===== src/hdl/gpcd_regs.vh =====
// Register map, reset values and address constants for the port C/D register block
`ifndef GPCD_REGS_VH
`define GPCD_REGS_VH

// ****************************************
// Data-space offsets
// ****************************************
`define GPCD_PORT_C_PIN_LEVELS_OFS    8'h26
`define GPCD_PORT_C_DIRECTION_OFS     8'h27
`define GPCD_PORT_D_PIN_LEVELS_OFS    8'h29
`define GPCD_PORT_D_DIRECTION_OFS     8'h2a
`define GPCD_PORT_D_OUTPUT_VALUE_OFS  8'h2b

// ****************************************
// Address space limits
// ****************************************
`define GPCD_IO_SPACE_BASE            8'h20
`define GPCD_IO_SPACE_LAST            8'h3f
`define GPCD_EXT_SPACE_BASE           8'h60

// ****************************************
// Reset values
// ****************************************
`define GPCD_DIRECTION_RST            8'h00
`define GPCD_OUTPUT_VALUE_RST         8'h00

`endif


===== src/hdl/gpcd_port_regs.v =====
// Port C and port D register block: direction and pin-level registers for both ports, output value register for port D only
//
// How it works
// - Data offset answers; IO address is offset-0x20
// - Addresses 0x60 up unreachable via IO
// - Each direction bit picks pin direction
// - Pin-level register write toggles pins
// - Direction and output registers reset 0x00
// - Pin-level registers have no reset value
// - Virtual-port direction access hits real register
`timescale 1ns/1ps
`default_nettype none
`include "gpcd_regs.vh"

module gpcd_port_regs #(
  parameter WIDTH = 8
) (
  // Clock and reset
  input  wire             CLOCK_I,
  input  wire             SYS_RST_I,
  // Data-space access (load/store)
  input  wire [7:0]       DS_ADDR_I,
  input  wire             DS_RD_I,
  input  wire             DS_WR_I,
  // Short IO-instruction access
  input  wire [5:0]       IO_ADDR_I,
  input  wire             IO_RD_I,
  input  wire             IO_WR_I,
  // Virtual-port direction access
  input  wire             VP_C_DIR_RD_I,
  input  wire             VP_C_DIR_WR_I,
  input  wire             VP_D_DIR_RD_I,
  input  wire             VP_D_DIR_WR_I,
  // Write data and read answer
  input  wire [WIDTH-1:0] WDATA_I,
  output reg  [WIDTH-1:0] RDATA_O,
  output reg              RVALID_O,
  // Port C pins
  input  wire [WIDTH-1:0] PORT_C_PIN_I,
  output wire [WIDTH-1:0] PORT_C_OE_O,
  output reg  [WIDTH-1:0] PORT_C_TOGGLE_O,
  // Port D pins
  input  wire [WIDTH-1:0] PORT_D_PIN_I,
  output wire [WIDTH-1:0] PORT_D_OUT_O,
  output wire [WIDTH-1:0] PORT_D_OE_O
);

  // ****************************************
  // Address decode
  // ****************************************
  reg  [WIDTH-1:0] port_c_direction;
  reg  [WIDTH-1:0] port_d_direction;
  reg  [WIDTH-1:0] port_d_output_value;
  wire [WIDTH-1:0] port_c_pin_levels;
  wire [WIDTH-1:0] port_d_pin_levels;
  wire [7:0]       io_as_ds;
  wire [7:0]       addr;
  wire             rd;
  wire             wr;
  wire             ds_hit;

  // six IO bits stop below 0x60
  assign io_as_ds = {2'b00, IO_ADDR_I} + `GPCD_IO_SPACE_BASE;
  assign ds_hit   = DS_RD_I | DS_WR_I;
  // DS strobes win the decode if both buses fire
  assign addr     = ds_hit ? DS_ADDR_I : io_as_ds;
  assign rd       = DS_RD_I | IO_RD_I;
  assign wr       = DS_WR_I | IO_WR_I;

  // Unmapped writes change nothing
  wire wr_c_pin = wr & (addr == `GPCD_PORT_C_PIN_LEVELS_OFS);
  wire wr_c_dir = wr & (addr == `GPCD_PORT_C_DIRECTION_OFS);
  wire wr_d_pin = wr & (addr == `GPCD_PORT_D_PIN_LEVELS_OFS);
  wire wr_d_dir = wr & (addr == `GPCD_PORT_D_DIRECTION_OFS);
  wire wr_d_out = wr & (addr == `GPCD_PORT_D_OUTPUT_VALUE_OFS);

  // ****************************************
  // Pin synchronisers
  // ****************************************
  // pin levels follow the pins, no reset
  // Reads lag a pin change by two clocks
  gpcd_sync #(
    .WIDTH (WIDTH)
  ) u_sync_c (
    .clk_i   (CLOCK_I),
    .async_i (PORT_C_PIN_I),
    .sync_o  (port_c_pin_levels)
  );

  gpcd_sync #(
    .WIDTH (WIDTH)
  ) u_sync_d (
    .clk_i   (CLOCK_I),
    .async_i (PORT_D_PIN_I),
    .sync_o  (port_d_pin_levels)
  );

  // ****************************************
  // Next-state logic
  // ****************************************
  reg  [WIDTH-1:0] next_port_c_direction;
  reg  [WIDTH-1:0] next_port_d_direction;
  reg  [WIDTH-1:0] next_port_d_output_value;
  reg  [WIDTH-1:0] next_port_c_toggle;
  reg  [WIDTH-1:0] bus_rdata;
  reg  [WIDTH-1:0] next_rdata;
  wire [WIDTH-1:0] port_d_toggled;
  wire             next_rvalid;

  genvar bit_idx;
  generate
    for (bit_idx = 0; bit_idx < WIDTH; bit_idx = bit_idx + 1) begin : g_toggle
      assign port_d_toggled[bit_idx] = port_d_output_value[bit_idx] ^ WDATA_I[bit_idx];
    end
  endgenerate

  always @* begin
    next_port_c_direction = port_c_direction;
    if (wr_c_dir | VP_C_DIR_WR_I) begin
      next_port_c_direction = WDATA_I;
    end
  end

  always @* begin
    next_port_d_direction = port_d_direction;
    if (wr_d_dir | VP_D_DIR_WR_I) begin
      next_port_d_direction = WDATA_I;
    end
  end

  // pin write toggles, output write stores
  always @* begin
    next_port_d_output_value = port_d_output_value;
    if (wr_d_pin) begin
      next_port_d_output_value = port_d_toggled;
    end else if (wr_d_out) begin
      next_port_d_output_value = WDATA_I;
    end
  end

  // port C toggle pulse to its output latch
  always @* begin
    next_port_c_toggle = {WIDTH{1'b0}};
    if (wr_c_pin) begin
      next_port_c_toggle = WDATA_I;
    end
  end

  // Bus read select; unmapped offsets answer zero
  always @* begin
    case (addr)
      `GPCD_PORT_C_PIN_LEVELS_OFS:   bus_rdata = port_c_pin_levels;
      `GPCD_PORT_C_DIRECTION_OFS:    bus_rdata = port_c_direction;
      `GPCD_PORT_D_PIN_LEVELS_OFS:   bus_rdata = port_d_pin_levels;
      `GPCD_PORT_D_DIRECTION_OFS:    bus_rdata = port_d_direction;
      `GPCD_PORT_D_OUTPUT_VALUE_OFS: bus_rdata = port_d_output_value;
      default:                       bus_rdata = {WIDTH{1'b0}};
    endcase
  end

  // Virtual direction reads beat bus reads
  always @* begin
    next_rdata = {WIDTH{1'b0}};
    if (VP_C_DIR_RD_I) begin
      next_rdata = port_c_direction;
    end else if (VP_D_DIR_RD_I) begin
      next_rdata = port_d_direction;
    end else if (rd) begin
      next_rdata = bus_rdata;
    end
  end

  // Every read strobe raises the answer flag
  assign next_rvalid = rd | VP_C_DIR_RD_I | VP_D_DIR_RD_I;

  // ****************************************
  // Registers
  // ****************************************
  always @(posedge CLOCK_I) begin
    if (SYS_RST_I) begin
      port_c_direction    <= `GPCD_DIRECTION_RST;
      port_d_direction    <= `GPCD_DIRECTION_RST;
      port_d_output_value <= `GPCD_OUTPUT_VALUE_RST;
      PORT_C_TOGGLE_O     <= {WIDTH{1'b0}};
    end else begin
      port_c_direction    <= next_port_c_direction;
      port_d_direction    <= next_port_d_direction;
      port_d_output_value <= next_port_d_output_value;
      PORT_C_TOGGLE_O     <= next_port_c_toggle;
    end
  end

  assign PORT_C_OE_O  = port_c_direction;
  assign PORT_D_OE_O  = port_d_direction;
  assign PORT_D_OUT_O = port_d_output_value;

  // ****************************************
  // Read answer
  // ****************************************
  // Answer stands for one cycle only
  always @(posedge CLOCK_I) begin
    if (SYS_RST_I) begin
      RDATA_O  <= {WIDTH{1'b0}};
      RVALID_O <= 1'b0;
    end else begin
      RDATA_O  <= next_rdata;
      RVALID_O <= next_rvalid;
    end
  end

endmodule // gpcd_port_regs

`default_nettype wire


===== src/hdl/gpcd_sync.v =====
// Two-stage synchroniser for a bus of pin levels
`timescale 1ns/1ps
`default_nettype none

module gpcd_sync #(
  parameter WIDTH = 8
) (
  // Clock
  input  wire             clk_i,
  // Asynchronous levels in, synchronised levels out
  input  wire [WIDTH-1:0] async_i,
  output reg  [WIDTH-1:0] sync_o
);

  reg [WIDTH-1:0] stage1;

  // First stage feeds only the second
  always @(posedge clk_i) begin
    stage1 <= async_i;
    sync_o <= stage1;
  end

endmodule // gpcd_sync

`default_nettype wire


===== config.mk =====
export PLATFORM = sky130hd
export DESIGN_NAME = gpcd_port_regs
export DESIGN_NICKNAME = d
export VERILOG_FILES = /design/src/hdl/gpcd_port_regs.v /design/src/hdl/gpcd_sync.v
export VERILOG_INCLUDE_DIRS = /design/src /design/src/hdl
export SDC_FILE = /design/constraint.sdc
export NUM_CORES = 1
export LEC_CHECK = 0
export BUFFER_PORTS_ARGS = -buffer_cell sky130_fd_sc_hd__buf_4
export CORE_MARGIN = 8
export CORE_UTILIZATION = 54
export CTS_CLUSTER_SIZE = 40
export DETAILED_ROUTE_END_ITERATION = 6
export PLACE_DENSITY = 0.91
export SLEW_MARGIN = 5
export SYNTH_ARGS = -nofsm -noshare
export SYNTH_HDL_FRONTEND = slang
export SYNTH_HIERARCHICAL = 1
export SYNTH_SLANG_ARGS = --single-unit

===== constraint.sdc =====
create_clock -name CLOCK_I -period 4.4 [get_ports CLOCK_I]
set_input_delay 0.88 -clock CLOCK_I [delete_from_list [all_inputs] [get_ports CLOCK_I]]
set_output_delay 0.88 -clock CLOCK_I [all_outputs]
set_load 0.1 [all_outputs]

==> results of run 1 <==
[sequential cells by signal, indices dropped and copies added (netlist names)]
signal and cells:
u_sync_d/sync_o 8, u_sync_d/stage1 8, u_sync_c/stage1 8, PORT_D_OE_O 8, RDATA_O 8, PORT_C_TOGGLE_O 8, RVALID_O 1, PORT_D_OUT_O 8
PORT_C_OE_O 8, u_sync_c/sync_o 8
[worst max-delay path, cell delays in order]
cell and delay, ns:
buf_4 0.13, or2_1 0.35, a32oi_1 0.57, o41a_1 0.55, mux2i_1 0.33, nor2_1 0.08
[final timing paths]
check / end / slack [ns] / cells after the start
hold reg to reg: u_sync_d/sync_o[4]$_DFF_P_ / 0.32 / 0
setup reg to reg: RDATA_O[7]$_SDFF_PP0_ / 3.10 / 3
setup / recovery: PORT_C_OE_O[4]$_SDFFE_PP0P_ / 1.72 / 6
hold / removal: u_sync_d/sync_o[4]$_DFF_P_ / 0.32 / 0
[logic make-up after synthesis]
logic type      Yosys count  share of synthesized area, %
compound gates           83                          21.3
buf+inv                  24                          4.19
flops                    73                          52.0
mux                      18                          7.26
simple gates             72                          15.2
[through the flow]
step | std cells | instance area [sq um] | hold slack, ns | power, mW
2_1_floorplan | 270 | 2810 | 0.310 | 0.880
3_3_place_gp | 417 | 3500 | 0.311 | 0.957
3_5_place_dp | 417 | 3500 | 0.312 | 0.963
4_1_cts | 432 | 3710 | 0.326 | 1.51
5_1_grt | 432 | 3710 | 0.337 | 1.55
6_report | 432 | 3710 | 0.320 | 1.50
[final cells by class]
| class | count | area, sq um |
|---|---|---|
| timing repair buffer | 90 | 676 |
| clock inverter | 2 | 35.0 |
| multi-input combinational | 173 | 1230 |
| tap | 70 | 87.6 |
| fill | 380 | 1370 |
| clock buffer | 13 | 179 |
| inverter | 11 | 41.3 |
| sequential | 73 | 1460 |
[metal layers]
metal  up-vias  track usage, %
met5         -               0
met4         0            12.4
met3        24            7.32
met2       223            36.4
met1      1213            25.3
li1       1182               -
[power by group through the flow]
stage | Sequential, mW | Clock, mW | Combinational (mW)
2_1_floorplan | 0.814 | 0 | 0.0666
5_1_grt | 0.710 | 0.590 | 0.254
4_1_cts | 0.708 | 0.556 | 0.242
3_5_place_dp | 0.723 | 0 | 0.240
3_3_place_gp | 0.722 | 0 | 0.235
6_report | 0.709 | 0.550 | 0.244
[layout by cell type (no fill, tap or decap), types with 3 or more instances in the layout]
master     count
buf_4         90
dfxtp_1       73
a21oi_1       24
nand2_1       16
o21ai_0       14
clkbuf_8      13
nor2_1        12
inv_1         11
nor4_1         9
and2_1         8
mux2i_1        8
nand3_1        8
and2_0         8
o2111ai_1      8
mux2_1         8
a222oi_1       8
a221o_1        8
a31oi_1        8
o21ai_1        3
==> run metrics, run 1 <==
Worst R2R Start=PORT_D_OUT_O[7]$_SDFFE_PP0P_; Max Cap Viol=0; Post-synth ARST share=0%; post-layout util=between 70% and 80%; synth warn=6; Main synth FF type=dfxtp_1; sw frac=around 28%; Setup Fix Bufs, Post-CTS=0; row cnt=26; average instance area after synthesis=roughly 10 sq um; NetSw=about 0.42 mW; CTS tree=built; Final Hold Viols=0; I/O pin count=89; DR vias=about 2600; Post-CTS Resized=0; VDD IR max=~0.3 mV; hold_sp=u_sync_d/stage1[4]$_DFF_P_; Startpoint Class=input pin; unrepaired setup endpoints after global routing=false; met2 wire length=around 4.2 mm; Setup crit start=DS_WR_I; CTS Hold Bufs=0; share of cells above drive strength 1=32.9%; Synthesized Nets=approximately 320; Mapped Area=approximately 2800 sq um; Slew headroom=about 51%; Gate Count Post-Synth=270; root buffer cell=clkbuf_8; clock network power share=between 30% and 40%; Power Density=roughly 410 nW/um^2; # diodes=0; vias in the first global route=~2500; Iteration-0 DRC Markers=between 300 and 400; Post-synth EDFFs=0; vias per cell=6.12; Yosys top cell area share=a little over half; Yosys reg bits=73; Period minus WS final=around 2.7 ns; fin worst setup slack=1.72 ns; starting density of the core=between 50 and 60%; ANT nets after route=0; Worst Setup End Kind=flop; routability cong.=0.931; type of the worst setup path=in2reg; arrival time worst endpoint=roughly 2.9 ns; pre-CTS setup slack=about 1.5 ns; synth cell count leaders=dfxtp_1 (73), a21oi_1 (24), nand2_1 (16), o21ai_0 (14), nor2_1 (12); first-pass GRT wire length=around 13 mm; count leader, synth=dfxtp_1; internal power=1.08 mW; sequential-to-total area share from yosys stat=52.0%; clk_skew=roughly 0.0081 ns; core box area=5070 sq um; Pleak=around 1.5 nW; Hold Crit Class=reg2reg; largest net degree at the start of global routing=35; GRT Total Usage=22.4%; actual slew at the worst max-slew pin=between 0.7 and 0.8 ns; logic gate share of total power=around 16%; met3 wire length=between 1 and 1.5 mm; # DRC=0; # H-tree levels=3; library cells used by synthesis=45; clock slew at reported path FFs=roughly 0.080 ns; Pre-antenna DRT Iters=7; initial antenna violation count=0; drt wl/cell=about 20 microns; Die Y=approximately 88 microns; IO Port Bufs=88; final setup violating endpoints=0; status=completed; area leader, netlist=dfxtp_1; grt total ovfl=0; Skew-Pair Late Insertion Delay=between 0.3 and 0.4 ns; final WL=around 8.6 mm; die area=approximately 7800 sq um; wl on met1=a little over 3 mm; number of buffers created by CTS=9; DIE WIDTH=88.1 microns; Final Max Slew Viols=0; Area growth syn-to-layout=32.1%; post-DP HPWL=6.10 mm; CTS sink cnt=73; synth top area cells=dfxtp_1 (52%), a21oi_1 (4.3%), mux2_1 (3.2%), a221o_1 (2.9%), a222oi_1 (2.9%); achievable frequency=around 370 MHz; Max Used Layer=met4; Nets=between 400 and 500; setup_tns=0 ns; CP max FO=8; Req. time, crit path=4.62 ns; period utilisation layout=approximately 61%; Reg power frac=a little under half; CTS max path bufs=2
(Power assumes the default switching activity.)
==> run 2, diff against run 1 <==
Settings changed: CORE_UTILIZATION 54 to 45, PLACE_DENSITY 0.91 to 0.82.
Clock period 4.4 ns to 2.3 ns, I/O delays scaled along.
==> run 2 against run 1 <==
First-iteration DRC count down 5.9%; combinational power up 99%; sequential cell count unchanged; clock power up 95%; critical path type unchanged; largest cell class unchanged.
==> run metrics, run 2 (same netlist as run 1, synthesis figures left out) <==
DR vias=approximately 2600; ANT nets after route=0; starting density of the core=46.9%; arrival time worst endpoint=around 2.3 ns; Final Max Slew Viols=0; met2 wire length=4.02 mm; achievable frequency=490 MHz; die area=around 9000 sq um; most common cell after layout, fill and taps aside=buf_4; Worst Setup EP=PORT_C_OE_O[2]$_SDFFE_PP0P_; share of cells above drive strength 1=approximately a third; largest net degree at the start of global routing=35; Post-CTS Resized=0; wl on met1=3.58 mm; Filler Cell Count=505; type of the worst setup path=in2reg; Iteration-0 DRC Markers=roughly 320; # H-tree levels=3; VDD IR max=around 0.59 mV; Max Cap Viol=0; final std cell area, no fill=roughly 3800 sq um; placed instance area=~3600 sq um; Pleak=about 1.6 nW; setup_tns=0 ns; GRT Total Usage=about a fifth; Non-Filler Instances=~450; Worst Setup End Kind=flop; drt wl/cell=19.4 microns; Nets=roughly 420; clock slew at reported path FFs=approximately 0.08 ns; CTS sink cnt=73; first-pass GRT wire length=between 10 and 15 mm; vias in the first global route=roughly 2600; Placed Instances=433; Power Density=between 700 and 800 nW/um^2; hold_sp=PORT_C_PIN_I[6]; Setup Fix Bufs, Post-CTS=0; period utilisation layout=between 80 and 90%; Skew-Pair Late Insertion Delay=approximately 0.34 ns; # diodes=0; Final Hold Viols=0; NetSw=~0.83 mW; initial antenna violation count=0; Req. time, crit path=2.52 ns; Worst R2R Start=PORT_D_OUT_O[6]$_SDFFE_PP0P_; core box area=5990 sq um; grt total ovfl=0; CTS max path bufs=2; worst-case reg-to-reg path depth=3; Reg power frac=between 40% and 50%; CTS tree=built; Hold Crit Class=in2reg; final setup violating endpoints=0; status=completed; actual slew at the worst max-slew pin=0.587 ns; RR Endpoint=RDATA_O[6]$_SDFF_PP0_; clk_skew=0.0103 ns; Slew headroom=60.6%; I/O pin count=just under 90; CTS Hold Bufs=0; internal power=2.07 mW; final WL=8.69 mm; Pre-antenna DRT Iters=6; Max Used Layer=met4; Startpoint Class=input pin; DIE WIDTH=roughly 95 microns; IO Port Bufs=a little under 90; logic gate share of total power=about 17%; Area growth syn-to-layout=35.5%; routability cong.=between 0.8 and 0.9; # DRC=0; CP max FO=8; post-DP HPWL=between 6 and 7 mm; Die Y=95.0 microns; sw frac=28.6%; root buffer cell=clkbuf_8; Period minus WS final=2.04 ns; vias per cell=between 5 and 6; R2R setup slack=a little over 1 ns; commonest non-fill, non-tap cells in the layout=buf_4 (100), dfxtp_1 (73), a21oi_1 (24); number of buffers created by CTS=9; row cnt=28; Setup crit start=DS_WR_I; unrepaired setup endpoints after global routing=false; clock network power share=a little under two fifths; met3 wire length=roughly 900 microns
==> run 2: cell count changes in the layout (fill, tap and decap cells not counted) <==
cell        previous run  this run
bufinv_16              1         2
clkbuf_1               0         1
clkinv_4               0         1
buf_12                 0         1
clkinvlp_4             0         1
buf_4                 90       100
clkbuf_8              13         9
==> run 2: power groups by stage <==
| stage | sequential (mW) | combinational (mW) | clock (mW) |
|---|---|---|---|
| finish | 1.35 | 0.485 | 1.07 |
| global route | 1.36 | 0.505 | 1.14 |
| CTS | 1.35 | 0.483 | 1.08 |
| detailed placement | 1.38 | 0.481 | 0 |
| global placement | 1.38 | 0.475 | 0 |
| floorplan | 1.56 | 0.127 | 0 |
==> run 2: worst min-delay path by stage <==
stage / to / cells past startpoint
after floorplan: u_sync_c/sync_o[0]$_DFF_P_ / 0
after global routing: u_sync_d/stage1[6]$_DFF_P_ / 1
after CTS: u_sync_d/stage1[6]$_DFF_P_ / 1
final: u_sync_c/stage1[6]$_DFF_P_ / 1
after global placement: u_sync_c/sync_o[5]$_DFF_P_ / 0
after detailed placement: u_sync_c/sync_o[1]$_DFF_P_ / 0
==> run 2: through the flow <==
stage | worst slack, ns | util, % | hold WS, ns | power, mW
global placement | 0.0739 | 60.0 | 0.311 | 1.85
finish | 0.257 | 63.5 | 0.214 | 2.91
floorplan | 0.273 | - | 0.310 | 1.68
CTS | 0.259 | 63.5 | 0.204 | 2.92
global route | 0.198 | 63.5 | 0.197 | 3.00
detailed placement | -0.000790 | 60.0 | 0.312 | 1.86
==> run 2: critical path: stages <==
cell and delay [ns]:
buf_4 0.14, or2_1 0.32, a32oi_1 0.41, o41a_1 0.54, mux2i_1 0.32, nor2_1 0.07
==> run 2: area by class of cell <==
cell class	count	area, sq um	share of cell area [%]
Sequential cell	73	1460	38.4
Clock buffer	10	128	3.35
Tap cell	75	93.8	2.47
Inverter	11	41.3	1.08
Timing Repair Buffer	101	771	20.2
Clock inverter	5	81.3	2.14
Multi-Input combinational cell	173	1230	32.3
==> run 2: layer usage <==
layer  GRT usage [%]  vias to the layer above
li1                -                     1206
met1            24.0                     1214
met2            31.2                      162
met3            5.00                       22
met4            8.97                        0
met5               0                        -
==> run 3, diff against run 2 <==
Settings changed: CTS_BUF_LIST set to sky130_fd_sc_hd__clkbuf_16, SLEW_MARGIN 5 to 25.
==> run 3 against run 2 <==
The run now ends with design-rule violations left; clock power is 36% higher; clock skew is 0.0039 ns lower; first-iteration DRC count is 14% higher; sequential cell count stayed put; worst setup slack worse by 0.069 ns; sequential power hardly changed; sequential share of layout area is 1.0 points lower; count of clock-buffer cells in the layout is 1 lower; final cell count stayed put; via count is 0.23% lower; die area stayed put.
==> run metrics, run 3 (same netlist as run 1, synthesis figures left out) <==
grt total ovfl=0; clock slew at reported path FFs=0.06 ns; Final Max Slew Viols=0; Pleak=roughly 1.6 nW; CTS sink cnt=73; first-pass GRT wire length=between 10 and 15 mm; CTS max path bufs=2; Startpoint Class=input pin; commonest non-fill, non-tap cells in the layout=buf_4 (100), dfxtp_1 (73), a21oi_1 (24); Period minus WS final=around 2.1 ns; VDD IR max=0.596 mV; worst-case reg-to-reg path depth=3; vias per cell=around 5.8; Hold Crit Depth=1; achievable frequency=473 MHz; # diodes=0; Die Y=approximately 95 microns; drt wl/cell=between 15 and 20 microns; DIE WIDTH=approximately 95 microns; DR vias=around 2600; root buffer cell=clkbuf_16; share of cells above drive strength 1=about a third; Iteration-0 DRC Markers=approximately 360; Nets=417; unrepaired setup endpoints after global routing=false; Critical Path, Cell by Cell=buf_4 -> or2_1 -> a32oi_1 -> o41a_1 -> mux2i_1 -> nor2_1; Req. time, crit path=between 2 and 3 ns; IO Port Bufs=88; Power Density=841 nW/um^2; R2R setup slack=1.02 ns; Final Hold Viols=0; number of buffers created by CTS=9; initial antenna violation count=0; Hold Crit Class=in2reg; starting density of the core=a little under half; Max Cap Viol=0; Non-Filler Instances=between 400 and 500; Worst Setup End Kind=flop; ANT nets after route=0; row cnt=28; Area growth syn-to-layout=39.1%; # DRC=1; slowest CP cell=o41a_1; Skew-Pair Late Insertion Delay=approximately 0.33 ns; Pre-antenna DRT Iters=7; type of the worst setup path=in2reg; most common cell after layout, fill and taps aside=buf_4; core box area=about 6000 sq um; die area=roughly 9000 sq um; violated checks=design-rule violations; Setup Fix Bufs, Post-CTS=0; routability cong.=a little under 0.9; vias in the first global route=2624; CP max FO=8; total power=~3.3 mW; final WL=between 8 and 9 mm; status=complete, but fails checks; largest net degree at the start of global routing=35; I/O pin count=89; actual slew at the worst max-slew pin=approximately 0.60 ns; arrival time worst endpoint=around 2.3 ns; CTS Hold Bufs=0; # H-tree levels=3; Post-CTS Resized=0; CTS tree=built; final setup violating endpoints=0; clk_skew=roughly 0.0065 ns; GRT Total Usage=roughly a fifth; post-DP HPWL=between 6 and 7 mm; Placed Instances=approximately 430; Slew headroom=59.5%; period utilisation layout=91.8%; CP max stage delay=about 0.54 ns
[run 3: through the flow]
step	instance area, sq um	setup slack (ns)	TNS, ns	hold WS, ns	utilization [%]
2_1_floorplan	2810	0.273	0	0.310	-
3_3_place_gp	3600	0.0739	0	0.311	60.0
3_5_place_dp	3600	-0.000790	-0.000790	0.312	60.0
5_1_grt	3910	0.144	0	0.219	65.2
6_report	3910	0.188	0	0.231	65.2
4_1_cts	3910	0.225	0	0.223	65.2
[run 3: final timing paths]
check	startpoint	to
worst max-delay path	DS_WR_I	PORT_C_OE_O[2]$_SDFFE_PP0P_
worst min-delay path	PORT_D_PIN_I[6]	u_sync_d/stage1[6]$_DFF_P_
worst min register to register	u_sync_d/stage1[5]$_DFF_P_	u_sync_d/sync_o[5]$_DFF_P_
worst max register to register	PORT_D_OUT_O[7]$_SDFFE_PP0P_	RDATA_O[7]$_SDFF_PP0_
[run 3: area by class of cell]
class | count | area (sq um)
fillers | 487 | 2080
flip-flops and latches | 73 | 1460
multi-input cells | 173 | 1230
repair buffers | 101 | 771
clock buffers | 9 | 225
well taps | 75 | 93.8
clock inverters | 6 | 85.1
inverters | 11 | 41.3
[run 3: metal layers]
metal	vias up	global-route usage, %	part of all wire (%)
met5	-	0	0
met4	0	11.3	2.9
met3	22	5.79	9.9
met2	151	30.6	46
met1	1214	24.1	42
li1	1211	-	-
[run 3: power breakdown]
group          leakage (nW)  internal [mW]  switching (mW)  total (mW)
clock network         0.153          0.938           0.508        1.45
registers             0.605           1.32          0.0336        1.36
logic                 0.859          0.150           0.335       0.485
total                  1.62           2.41           0.877        3.29
[run 3: worst max-delay path: cells and delay by family]
family	cells	cell delay [ns]
compound gates	2	0.96
buf+inv	1	0.14
mux	1	0.35
simple gates	2	0.40
